`config.mk`:
```
export PLATFORM = sky130hd
export DESIGN_NAME = epp_programmer
export DESIGN_NICKNAME = d
export VERILOG_FILES = /design/src/verilog/epp_pkg.sv /design/src/verilog/epp_programmer.sv
export VERILOG_INCLUDE_DIRS = /design/src /design/src/verilog
export SDC_FILE = /design/constraint.sdc
export NUM_CORES = 1
export LEC_CHECK = 0
export ABC_AREA = 1
export ABC_CLOCK_PERIOD_IN_PS = 2400
export CORE_MARGIN = 3
export CORE_UTILIZATION = 28
export CTS_CLUSTER_DIAMETER = 100
export DETAILED_ROUTE_END_ITERATION = 16
export DONT_BUFFER_PORTS = 1
export HOLD_SLACK_MARGIN = 0.05
export PLACE_DENSITY = 0.45
export SYNTH_ARGS = -nofsm -noshare
export SYNTH_HDL_FRONTEND = slang
export SYNTH_SLANG_ARGS = --single-unit
```
`constraint.sdc`:
```
create_clock -name clk_sys -period 2.4 [get_ports clk_sys]
set_input_delay 0.48 -clock clk_sys [delete_from_list [all_inputs] [get_ports clk_sys]]
set_output_delay 0.48 -clock clk_sys [all_outputs]
set_load 0.02 [all_outputs]
```
`src/verilog/epp_consts.svh`:
```
`ifndef EPP_CONSTS_SVH
`define EPP_CONSTS_SVH
`define EPP_CLK_PERIOD_NS 8
`define EPP_T_PULSE_NS 100000
`define EPP_T_PULSE_MIN_NS 95000
`define EPP_T_PULSE_MAX_NS 105000
`define EPP_T_SETUP_NS 2000
`define EPP_T_FLOAT_NS 130
`define EPP_PULSE_CYC ((`EPP_T_PULSE_NS + `EPP_CLK_PERIOD_NS - 1) / `EPP_CLK_PERIOD_NS)
`define EPP_PULSE_MIN_CYC ((`EPP_T_PULSE_MIN_NS + `EPP_CLK_PERIOD_NS - 1) / `EPP_CLK_PERIOD_NS)
`define EPP_PULSE_MAX_CYC (`EPP_T_PULSE_MAX_NS / `EPP_CLK_PERIOD_NS)
`define EPP_SETUP_CYC ((`EPP_T_SETUP_NS + `EPP_CLK_PERIOD_NS - 1) / `EPP_CLK_PERIOD_NS)
`define EPP_FLOAT_CYC ((`EPP_T_FLOAT_NS + `EPP_CLK_PERIOD_NS - 1) / `EPP_CLK_PERIOD_NS)
`define EPP_MAX_PULSES 25
`define EPP_MFR_ID 8'h5a
`define EPP_DEV_ID 8'ha5
`define EPP_SIG_ADDR_MFR 19'h00000
`define EPP_SIG_ADDR_DEV 19'h00001
`define EPP_ERASED_BYTE 8'hff
`endif

```
`src/verilog/epp_pkg.sv`:
```
package epp_pkg;
  typedef enum logic {OP_SIGNATURE, OP_PROGRAM} epp_op_e;
  typedef struct packed {
    epp_op_e op;
    logic [18:0] first_addr;
    logic [18:0] last_addr;
  } epp_cmd_s;
  typedef struct packed {
    logic fail;
    logic sig_ok;
    logic [18:0] fail_addr;
    logic [7:0] mfr_id;
    logic [7:0] dev_id;
  } epp_status_s;
  typedef struct packed {
    logic [18:0] addr;
    logic ce_n;
    logic oe_n;
    logic [7:0] data_o;
    logic data_oe;
    logic vpp_hi;
    logic vcc_hi;
    logic signature_hv_line;
  } epp_pins_s;
endpackage

```
`src/verilog/epp_programmer.sv`:
```
`include "epp_consts.svh"
module epp_programmer #(
  parameter int PULSE_CYC = `EPP_PULSE_CYC,
  parameter int SETUP_CYC = `EPP_SETUP_CYC,
  parameter int MAX_PULSES = `EPP_MAX_PULSES,
  parameter logic [7:0] MFR_ID = `EPP_MFR_ID, // Arbitrary value
  parameter logic [7:0] DEV_ID = `EPP_DEV_ID // Arbitrary value
) (
  input wire logic clk_sys,
  input wire logic rst,
  input wire logic cmd_valid,
  output logic cmd_ready,
  input wire epp_pkg::epp_cmd_s cmd,
  output logic [18:0] fetch_addr,
  input wire logic [7:0] fetch_data,
  output logic done,
  output epp_pkg::epp_status_s status,
  output epp_pkg::epp_pins_s pins,
  input wire logic [7:0] data_pins_i
);
  localparam int FLOAT_CYC = `EPP_FLOAT_CYC;
  localparam int CNT_W = 16;

  if (PULSE_CYC < 1 || PULSE_CYC >= (1 << CNT_W) - FLOAT_CYC || SETUP_CYC < 3 || MAX_PULSES < 1
      || MAX_PULSES > 255 || SETUP_CYC > 299)
  begin : g_bad_param
    $error("epp_programmer: parameter out of range");
  end

  typedef enum logic [2:0] {ST_IDLE, ST_SIG_LO, ST_SIG_HI, ST_PRG_SET, ST_PRG_PULSE, ST_PRG_HOLD,
    ST_VFY} epp_state_e;

  function automatic logic [CNT_W-1:0] cyc(input int n);
    cyc = CNT_W'(n);
  endfunction

  // Readback synchroniser
  logic [7:0] sync1_q, sync2_q;
  always_ff @(posedge clk_sys)
  begin
    if (rst)
    begin
      sync1_q <= 8'h00;
      sync2_q <= 8'h00;
    end
    else
    begin
      sync1_q <= data_pins_i;
      sync2_q <= sync1_q;
    end
  end

  epp_state_e state_q, state_d;
  logic [CNT_W-1:0] timer_q, timer_d;
  logic [7:0] pulses_q, pulses_d;
  logic [18:0] last_q, last_d;
  logic done_q, done_d;
  epp_pkg::epp_status_s stat_q, stat_d;
  epp_pkg::epp_pins_s pins_q, pins_d;
  logic vfy_pass;

  assign vfy_pass = (state_q == ST_VFY) && (timer_q == '0) && (sync2_q == pins_q.data_o);

  always_comb
  begin
    state_d = state_q;
    timer_d = (timer_q != '0) ? timer_q - cyc(1) : timer_q;
    pulses_d = pulses_q;
    last_d = last_q;
    done_d = 1'b0;
    stat_d = stat_q;
    pins_d = pins_q;
    unique case (state_q)
      ST_IDLE:
      begin
        pins_d = '0;
        pins_d.ce_n = 1'b1;
        pins_d.oe_n = 1'b1;
        if (cmd_valid)
        begin
          stat_d.fail = 1'b0;
          if (cmd.op == epp_pkg::OP_SIGNATURE)
          begin
            pins_d.signature_hv_line = 1'b1;
            pins_d.addr = `EPP_SIG_ADDR_MFR;
            pins_d.ce_n = 1'b0;
            pins_d.oe_n = 1'b0;
            timer_d = cyc(SETUP_CYC);
            state_d = ST_SIG_LO;
          end
          else if (!stat_q.sig_ok)
          begin
            stat_d.fail = 1'b1;
            stat_d.fail_addr = cmd.first_addr;
            done_d = 1'b1;
          end
          else
          begin
            pins_d.addr = cmd.first_addr;
            pins_d.vpp_hi = 1'b1;
            pins_d.vcc_hi = 1'b1;
            last_d = cmd.last_addr;
            pulses_d = 8'h00;
            timer_d = cyc(SETUP_CYC + FLOAT_CYC);
            state_d = ST_PRG_SET;
          end
        end
      end
      ST_SIG_LO:
        if (timer_q == '0)
        begin
          stat_d.mfr_id = sync2_q;
          pins_d.addr = `EPP_SIG_ADDR_DEV;
          timer_d = cyc(SETUP_CYC);
          state_d = ST_SIG_HI;
        end
      ST_SIG_HI:
        if (timer_q == '0)
        begin
          stat_d.dev_id = sync2_q;
          stat_d.sig_ok = (stat_q.mfr_id == MFR_ID) && (sync2_q == DEV_ID);
          done_d = 1'b1;
          state_d = ST_IDLE;
          pins_d.signature_hv_line = 1'b0;
          pins_d.addr = '0;
          pins_d.ce_n = 1'b1;
          pins_d.oe_n = 1'b1;
        end
      ST_PRG_SET:
      begin
        // Wait out device output float before driving data
        pins_d.data_o = fetch_data;
        pins_d.data_oe = timer_q <= cyc(SETUP_CYC);
        if (timer_q == '0)
        begin
          pins_d.ce_n = 1'b0;
          pulses_d = pulses_q + 8'h01;
          timer_d = cyc(PULSE_CYC - 1);
          state_d = ST_PRG_PULSE;
        end
      end
      ST_PRG_PULSE:
        if (timer_q == '0)
        begin
          pins_d.ce_n = 1'b1;
          timer_d = cyc(SETUP_CYC);
          state_d = ST_PRG_HOLD;
        end
      ST_PRG_HOLD:
        if (timer_q == '0)
        begin
          pins_d.data_oe = 1'b0;
          pins_d.oe_n = 1'b0;
          timer_d = cyc(SETUP_CYC);
          state_d = ST_VFY;
        end
      ST_VFY:
        if (timer_q == '0)
        begin
          pins_d.oe_n = 1'b1;
          if (vfy_pass && pins_q.addr == last_q)
          begin
            done_d = 1'b1;
            state_d = ST_IDLE;
          end
          else if (vfy_pass)
          begin
            pins_d.addr = pins_q.addr + 19'h00001;
            pulses_d = 8'h00;
            timer_d = cyc(SETUP_CYC + FLOAT_CYC);
            state_d = ST_PRG_SET;
          end
          else if (pulses_q == 8'(MAX_PULSES))
          begin
            stat_d.fail = 1'b1;
            stat_d.fail_addr = pins_q.addr;
            done_d = 1'b1;
            state_d = ST_IDLE;
          end
          else
          begin
            timer_d = cyc(SETUP_CYC + FLOAT_CYC);
            state_d = ST_PRG_SET;
          end
        end
    endcase
  end

  always_ff @(posedge clk_sys)
  begin
    if (rst)
    begin
      state_q <= ST_IDLE;
      timer_q <= '0;
      pulses_q <= 8'h00;
      last_q <= '0;
      done_q <= 1'b0;
      stat_q <= '0;
      pins_q <= '{addr: '0, ce_n: 1'b1, oe_n: 1'b1, data_o: `EPP_ERASED_BYTE, default: '0};
    end
    else
    begin
      state_q <= state_d;
      timer_q <= timer_d;
      pulses_q <= pulses_d;
      last_q <= last_d;
      done_q <= done_d;
      stat_q <= stat_d;
      pins_q <= pins_d;
    end
  end

  assign cmd_ready = state_q == ST_IDLE;
  assign fetch_addr = pins_q.addr;
  assign done = done_q;
  assign status = stat_q;
  assign pins = pins_q;

  // Low-time counter of the select pin, checking aid only
  logic [CNT_W-1:0] low_len_q;
  always_ff @(posedge clk_sys)
  begin
    if (rst || pins_q.ce_n)
      low_len_q <= '0;
    else
      low_len_q <= low_len_q + cyc(1);
  end
endmodule

```
==> results.toml, run 1 <==
[status]
outcome = "complete, no violations"

[synth]
syn_nets = 1124
synthCells = 1058
yosysWarnings = 0
synthDistinctLibCells = 45
syn_area_mm2 = 0.00702
synth-seq-cells = 132
ys_async_sr_fraction = 0
synth_edf_count = 0
ys.flop_type = "dfxtp_1"
yosysSeqAreaShare = 0.376
avgSynthCellArea_um2 = 6.64

[worst_setup_path]
arrival_ns = 2.52
critical_path_class = "register to register"
cp-end-kind = "register"
cp.depth = 12
crit_family = "simple AND/OR/NAND/NOR gates"
rrSetupSlack_ns = 0.19
reg2reg_depth = 12
r2r-end = "fetch_addr[17]$_SDFFE_PP0P_"
rr_startpoint = "timer_q[1]$_SDFF_PP0_"
required_ns = 2.72
cp_max_fo = 27
cp-start-kind = "register"
crit_buf_inv = 2
crit_path_top_delay_cell = "dfxtp_1"
cpPeakStageDelay_ns = 0.33
path_cells = "inv_1, ha_1, nand2_1, nor2_1, nand2_2, buf_4, nor2_4, nand2_2, o21ai_4, nand2_4, nor3_1, nor2_1"

[clock_tree]
numClockSinks = 132
max-clock-path-buffers = 2
cts_tree = "built"
clock_latency_ns = 0.44
h-tree-depth = 4
clockRootBuffer = "clkbuf_16"
cts_hold_buf = 0
numCtsBuffers = 17
cts.clk_slew.worst_paths_ns = 0.08

[flow_run]
cap_viol_max_count = 0

[detailed_routing]
vias = 6604
ant_nets = 0
first_pass_iters = 7
wl_per_cell_um = 16.5
drt_iter0_drc = 435
routed_wirelength_mm = 23.3
drc = 0
viasPerCell = 4.67

[worst_hold_path]
holdPathStages = 1
worstHoldStart = "rst"
hold_end = "sync2_q[3]$_SDFF_PP0_"
hold_class = "input port to register"

[finish]
fillCellCount = 2715
fin_nets = 1143
post-route-util = 0.334
num_antenna_cells = 0
layout_commonest_cell = "nand2_1"
finalNonFillerCells = 1414
syn2layout_area_growth_pct = 16.5
seq_area_mm2 = 0.00264
multi_input_area_mm2 = 0.00353
drive_above_1_share = 0.112
layout_common_cells = "nand2_1 (231), nor2_1 (161), dfxtp_1 (132)"

[global_route]
track_usage = 0.174
grt_pass1_vias = 6452
grt_max_degree = 44
grt_pass1_wl_mm = 36.6
grt_overflow = 0
antenna_found_initial = 0

[die]
start_util = 0.287
die_h_um = 164
io_pins = 149
die_w_um = 164
core-area_mm2 = 0.0245
die-area_mm2 = 0.0270
rows = 57

[power]
p_leak_uw = 0.00353
peakVddDrop_mv = 0.450
power.density_mw_per_mm2 = 1180

[placement]
pre_cts_ws_ns = 0.170
gp_congestion = 0.938
port_buffers = 0
dp.cells = 1381
detailed_place_hpwl_mm = 17.6

[sta]
period_needed_ns = 2.21
finalWorstSetupSlack_ns = 0.195
setup_viol = 0
tightest_slew_ns = 0.498
fmax_ghz = 0.453
fin_crit_sh = 0.919
relSlewSlack = 0.668
skew_ns = 0.0273
hold_viol = 0
fin_setup_tns_ns = 0
drv_slew = 0
grt_setup_unrepaired = "yes"
==> worst register-to-register path: cells and delay by family, from the launching register on <==
family | cells | cell delay, ns
and+or+nand+nor | 8 | 1.07
adders and majority gates | 1 | 0.17
AOI/OAI and AO/OA | 1 | 0.23
DFF | 1 | 0.33
buffers and inverters | 2 | 0.30
==> worst max-delay path by stage <==
stage	startpoint	endpoint	slack, ns
finish	timer_q[1]$_SDFF_PP0_	fetch_addr[17]$_SDFFE_PP0P_	0.19
global route	timer_q[1]$_SDFF_PP0_	pulses_q[0]$_SDFFE_PP0P_	-0.02
CTS	fetch_addr[1]$_SDFFE_PP0P_	fetch_addr[16]$_SDFFE_PP0P_	0.15
detailed placement	fetch_addr[1]$_SDFFE_PP0P_	fetch_addr[16]$_SDFFE_PP0P_	0.17
global placement	fetch_addr[1]$_SDFFE_PP0P_	fetch_addr[16]$_SDFFE_PP0P_	0.16
floorplan	fetch_addr[1]$_SDFFE_PP0P_	fetch_addr[18]$_SDFFE_PP0P_	0.37
==> flip-flops by register name, summed over array words and instances (netlist names) <==
name,flops
sync2_q,8
last_q,19
status,37
pulses_q,8
done,1
sync1_q,8
fetch_addr,19
timer_q,16
state_q,3
pins,13
==> cell type report <==
cell class                      count  area share
Clock buffer                       17      0.0520
Clock inverter                     15      0.0237
Inverter                          130      0.0596
Multi-Input combinational cell    730       0.431
Sequential cell                   132       0.323
Tap cell                          324      0.0495
Timing Repair Buffer               66      0.0610
==> logic make-up (layout without fill, tap and decap cells) <==
kind of cell	Yosys count	count (layout)	synth area share
AND/OR/NAND/NOR	510	510	0.307
adder cells (fa/ha/maj)	8	8	0.0143
flip-flops	132	132	0.376
buffers and inverters	196	228	0.123
AO/OA/AOI/OAI	186	186	0.148
XOR/XNOR	26	26	0.0324
==> routing by layer <==
metal	vias to the layer above	GRT usage	share of wire
li1	3416	-	-
met1	3005	0.212	0.43
met2	164	0.302	0.49
met3	19	0.0527	0.069
met4	0	0.0400	0.012
met5	-	0	0
==> cell usage after synthesis, types with 2 or more instances <==
master    count  area (µm²)
o21bai_1      4        30.0
o21ai_0      85         425
buf_4        22         165
inv_2         4        15.0
clkbuf_1     28         105
nand2_1     231         867
nand3b_1      3        22.5
ha_1          8         100
nand2_2       3        18.8
o31ai_1       2        15.0
xnor2_1      15         131
buf_6         2        22.5
nor4_1        5        31.3
nor3b_1       2        15.0
nor3_1       16        80.1
nor2_2        7        43.8
o21ai_1       3        15.0
o211ai_1     10        75.1
o22ai_1       2        12.5
xor2_1       11        96.3
nor2_4        3        33.8
buf_2        13        65.1
a21oi_1      59         295
nand4_1      22         138
inv_1       126         473
nand3_1      50         250
nor2_1      162         608
dfxtp_1     132        2640
a31oi_1      12        75.1
==> repair_timing <==
item | 4_1_cts | 5_1_grt
setup buffers | 0 | 1
endpoints found under the setup margin | 0 | 21
gates resized for setup | 0 | 2
==> power by group <==
group	total (µW)	switching (µW)	internal (µW)
sequential	3180	568	2610
clock	2690	1270	1420
combinational	3760	2510	1250
total	9630	4350	5290
==> metrics by stage <==
step	hold WS [ns]	instance area [µm²]	power, µW
after global routing	0.0863	8180	10300
after global placement	0.390	7550	6990
after CTS	0.0873	8170	9710
final	0.113	8180	9630
after floorplan	0.388	7020	5910
after detailed placement	0.393	7550	6970
(Power assumes the default switching activity.)
==> run 2: changes to the inputs <==
--- a/config.mk
+++ b/config.mk
@@ -6,15 +6,16 @@
 export SDC_FILE = /design/constraint.sdc
 export NUM_CORES = 1
 export LEC_CHECK = 0
-export ABC_AREA = 1
+export ABC_AREA = 0
 export ABC_CLOCK_PERIOD_IN_PS = 2400
+export CAP_MARGIN = 0
 export CORE_MARGIN = 3
-export CORE_UTILIZATION = 28
+export CORE_UTILIZATION = 45
 export CTS_CLUSTER_DIAMETER = 100
 export DETAILED_ROUTE_END_ITERATION = 16
 export DONT_BUFFER_PORTS = 1
 export HOLD_SLACK_MARGIN = 0.05
-export PLACE_DENSITY = 0.45
+export PLACE_DENSITY = 0.64
 export SYNTH_ARGS = -nofsm -noshare
 export SYNTH_HDL_FRONTEND = slang
 export SYNTH_SLANG_ARGS = --single-unit
==> run 2 against run 1 <==
The flow now finishes with violations (negative setup slack). First-iteration DRC count up 61%. Synthesized cell count shrank 20%. Synthesized area is 2.6% lower. Sequential share of layout area fell by 1.6 points. Clock-buffer cell count stayed put. Critical path type unchanged. Largest power group unchanged.
==> results.toml, run 2 <==
[sta]
grt_setup_unrepaired = "yes"
tightest_slew_ns = 0.674
fin_crit_sh = 1.05
setup_viol = 29
fmax_ghz = 0.397
skew_ns = 0.00946
period_needed_ns = 2.52
finalWorstSetupSlack_ns = -0.119
hold_viol = 0
relSlewSlack = 0.550
drv_slew = 0
fin_setup_tns_ns = -1.03

[power]
internal_power_uw = 5670
peakVddDrop_mv = 0.648
seq_power_share = 0.322
swShare = 0.384
power_frac_clock = 0.283
power_switching_uw = 3530
power.density_mw_per_mm2 = 1070
power_frac_comb = 0.395
p_leak_uw = 0.00323

[status]
violations = "negative setup slack"
outcome = "complete, but fails checks"

[placement]
port_buffers = 0
detailed_place_hpwl_mm = 14.8
gp_congestion = 0.910
pre_cts_ws_ns = -0.187
dp.cells = 1043

[die]
die-area_mm2 = 0.0167
die_h_um = 129
start_util = 0.465
core-area_mm2 = 0.0147
die_w_um = 129
io_pins = 149
rows = 44

[synth]
yosys-top-cells-count = "nand2_1 (141), dfxtp_1 (132), nor2_1 (64), a21oi_1 (61), clkbuf_1 (51)"
yosysTopAreaCell = "dfxtp_1"
synth_edf_count = 0
yosysSeqAreaShare = 0.386
avgSynthCellArea_um2 = 8.10
syn_area_mm2 = 0.00684
ys.flop_type = "dfxtp_1"
syn_nets = 910
synth_top_area_share = 0.386
synth-seq-cells = 132
synthCells = 844
synthDistinctLibCells = 76
ys_async_sr_fraction = 0
yosysWarnings = 0
synth.top_cells.by_area = "dfxtp_1 (39%), nand2_1 (7.7%), a21oi_1 (4.5%), nor2_1 (3.5%), xnor2_1 (2.9%)"
yosysMostFrequentCell = "nand2_1"

[worst_hold_path]
holdPathStages = 1
hold_end = "last_q[7]$_SDFFE_PP0P_"
worstHoldStart = "rst"
hold_class = "input port to register"

[global_route]
grt_max_degree = 130
grt_overflow = 0
track_usage = 0.249
grt_pass1_vias = 6275
antenna_found_initial = 0
grt_pass1_wl_mm = 33.1

[clock_tree]
cts_tree = "built"
cts_hold_buf = 0
cts.clk_slew.worst_paths_ns = 0.06
clock_latency_ns = 0.43
numClockSinks = 132
max-clock-path-buffers = 2
h-tree-depth = 4
clockRootBuffer = "clkbuf_16"
numCtsBuffers = 17

[worst_setup_path]
path_cells = "or4_4, and4b_2, buf_6, o211ai_1, a211oi_4, buf_6, clkbuf_16, nor2_4, a311oi_1"
cp_max_fo = 4
critical_path_class = "register to register"
crit_family = "simple AND/OR/NAND/NOR gates"
startpoint = "timer_q[11]$_SDFF_PP0_"
crit_path_top_delay_cell = "or4_4"
cp-start-kind = "register"
arrival_ns = 2.84
rrSetupSlack_ns = -0.12
cpPeakStageDelay_ns = 0.53
crit_buf_inv = 3
reg2reg_depth = 9
required_ns = 2.72
r2r-end = "status[33]$_SDFFE_PP0P_"
crit_top_cell = "buf_6"
cp-end-kind = "register"
rr_startpoint = "timer_q[11]$_SDFF_PP0_"

[detailed_routing]
first_pass_iters = 6
ant_nets = 0
routed_wirelength_mm = 21.9
drc = 0
wl_per_cell_um = 20.1
viasPerCell = 6.22
vias = 6807
drt_iter0_drc = 699

[finish]
layout_common_cells = "nand2_1 (141), dfxtp_1 (127), buf_4 (104)"
drive_above_1_share = 0.253
largest_reg_flops = 37
layout_commonest_cell = "nand2_1"
seq_area_mm2 = 0.00265
post-route-util = 0.587
fillCellCount = 1288
num_antenna_cells = 0
fin_nets = 963
multi_input_area_mm2 = 0.00405
syn2layout_area_growth_pct = 26.1
finalNonFillerCells = 1094

[flow_run]
cap_viol_max_count = 0
run 2: cell count changes in the layout (fill, tap and decap cells not counted), sizes merged, moves of 12 or more:
| cell | delta |
|---|---|
| a211oi | +25 |
| a22oi | +12 |
| a311oi | +20 |
| buf | +49 |
| inv | -116 |
| nand2 | -93 |
| nand3 | -27 |
| nor2 | -106 |
| nor2b | +16 |
| nor3 | +14 |
| o21ai | -78 |
| xor2 | +12 |
run 2: routing by layer:
layer,part of all wire,track usage,wire [µm]
met1,0.42,0.339,9280
met3,0.093,0.0668,2040
met4,0.020,0.0834,449
met2,0.46,0.385,10200
met5,0,0,0
run 2: power by group through the flow:
| stage | Sequential [µW] | Clock [µW] | Combinational, µW |
|---|---|---|---|
| floorplan | 3010 | 0 | 1940 |
| global placement | 2970 | 0 | 2820 |
| detailed placement | 2980 | 0 | 2900 |
| CTS | 2930 | 2640 | 3040 |
| global route | 3000 | 2740 | 3890 |
| finish | 2970 | 2600 | 3630 |
run 2: final cells by class:
type | count | area share
Inverter | 14 | 0.00639
Clock inverter | 15 | 0.0187
Sequential cell | 132 | 0.307
Timing Repair Buffer | 119 | 0.122
Clock buffer | 17 | 0.0493
Tap cell | 184 | 0.0267
Multi-Input combinational cell | 613 | 0.470
run 2: repair_timing:
item	4_1_cts	5_1_grt
resized for setup	14	63
setup buffers	4	9
pin swaps	5	43
setup endpoints to repair	53	59
gates cloned	0	6
run 2: logic make-up (layout without fill, tap and decap cells):
logic type,Yosys count,count (layout),synth area share
buffers and inverters,101,165,0.0719
XOR/XNOR,46,46,0.0589
AO/OA/AOI/OAI,199,200,0.209
AND/OR/NAND/NOR,350,351,0.247
adder cells (fa/ha/maj),9,9,0.0163
flip-flops,132,132,0.386
multiplexers,7,7,0.0106
run 2: metrics by stage:
stage / hold WS, ns / power, µW / instance area, µm²
CTS: 0.105 / 8610 / 8170
global placement: 0.417 / 5790 / 7480
global route: 0.102 / 9620 / 8620
finish: 0.127 / 9200 / 8620
detailed placement: 0.424 / 5870 / 7480
floorplan: 0.414 / 4950 / 6880
run 2: worst max path at each step:
stage                               to  slack [ns]  cells past startpoint
6_report       status[33]$_SDFFE_PP0P_       -0.12                      9
3_5_place_dp           done$_SDFF_PP0_       -0.19                      6
4_1_cts        status[33]$_SDFFE_PP0P_       -0.08                      8
3_3_place_gp           done$_SDFF_PP0_       -0.16                      6
5_1_grt        status[19]$_SDFFE_PP0P_       -0.21                      8
2_1_floorplan    timer_q[0]$_SDFF_PP0_        -0.1                     11
run 2: worst register-to-register path, stage by stage (launching register included):
cell and delay [ns]:
dfxtp_2 0.32, or4_4 0.53, and4b_2 0.39, buf_6 0.12, o211ai_1 0.14, a211oi_4 0.27, buf_6 0.18, clkbuf_16 0.16
nor2_4 0.03, a311oi_1 0.26
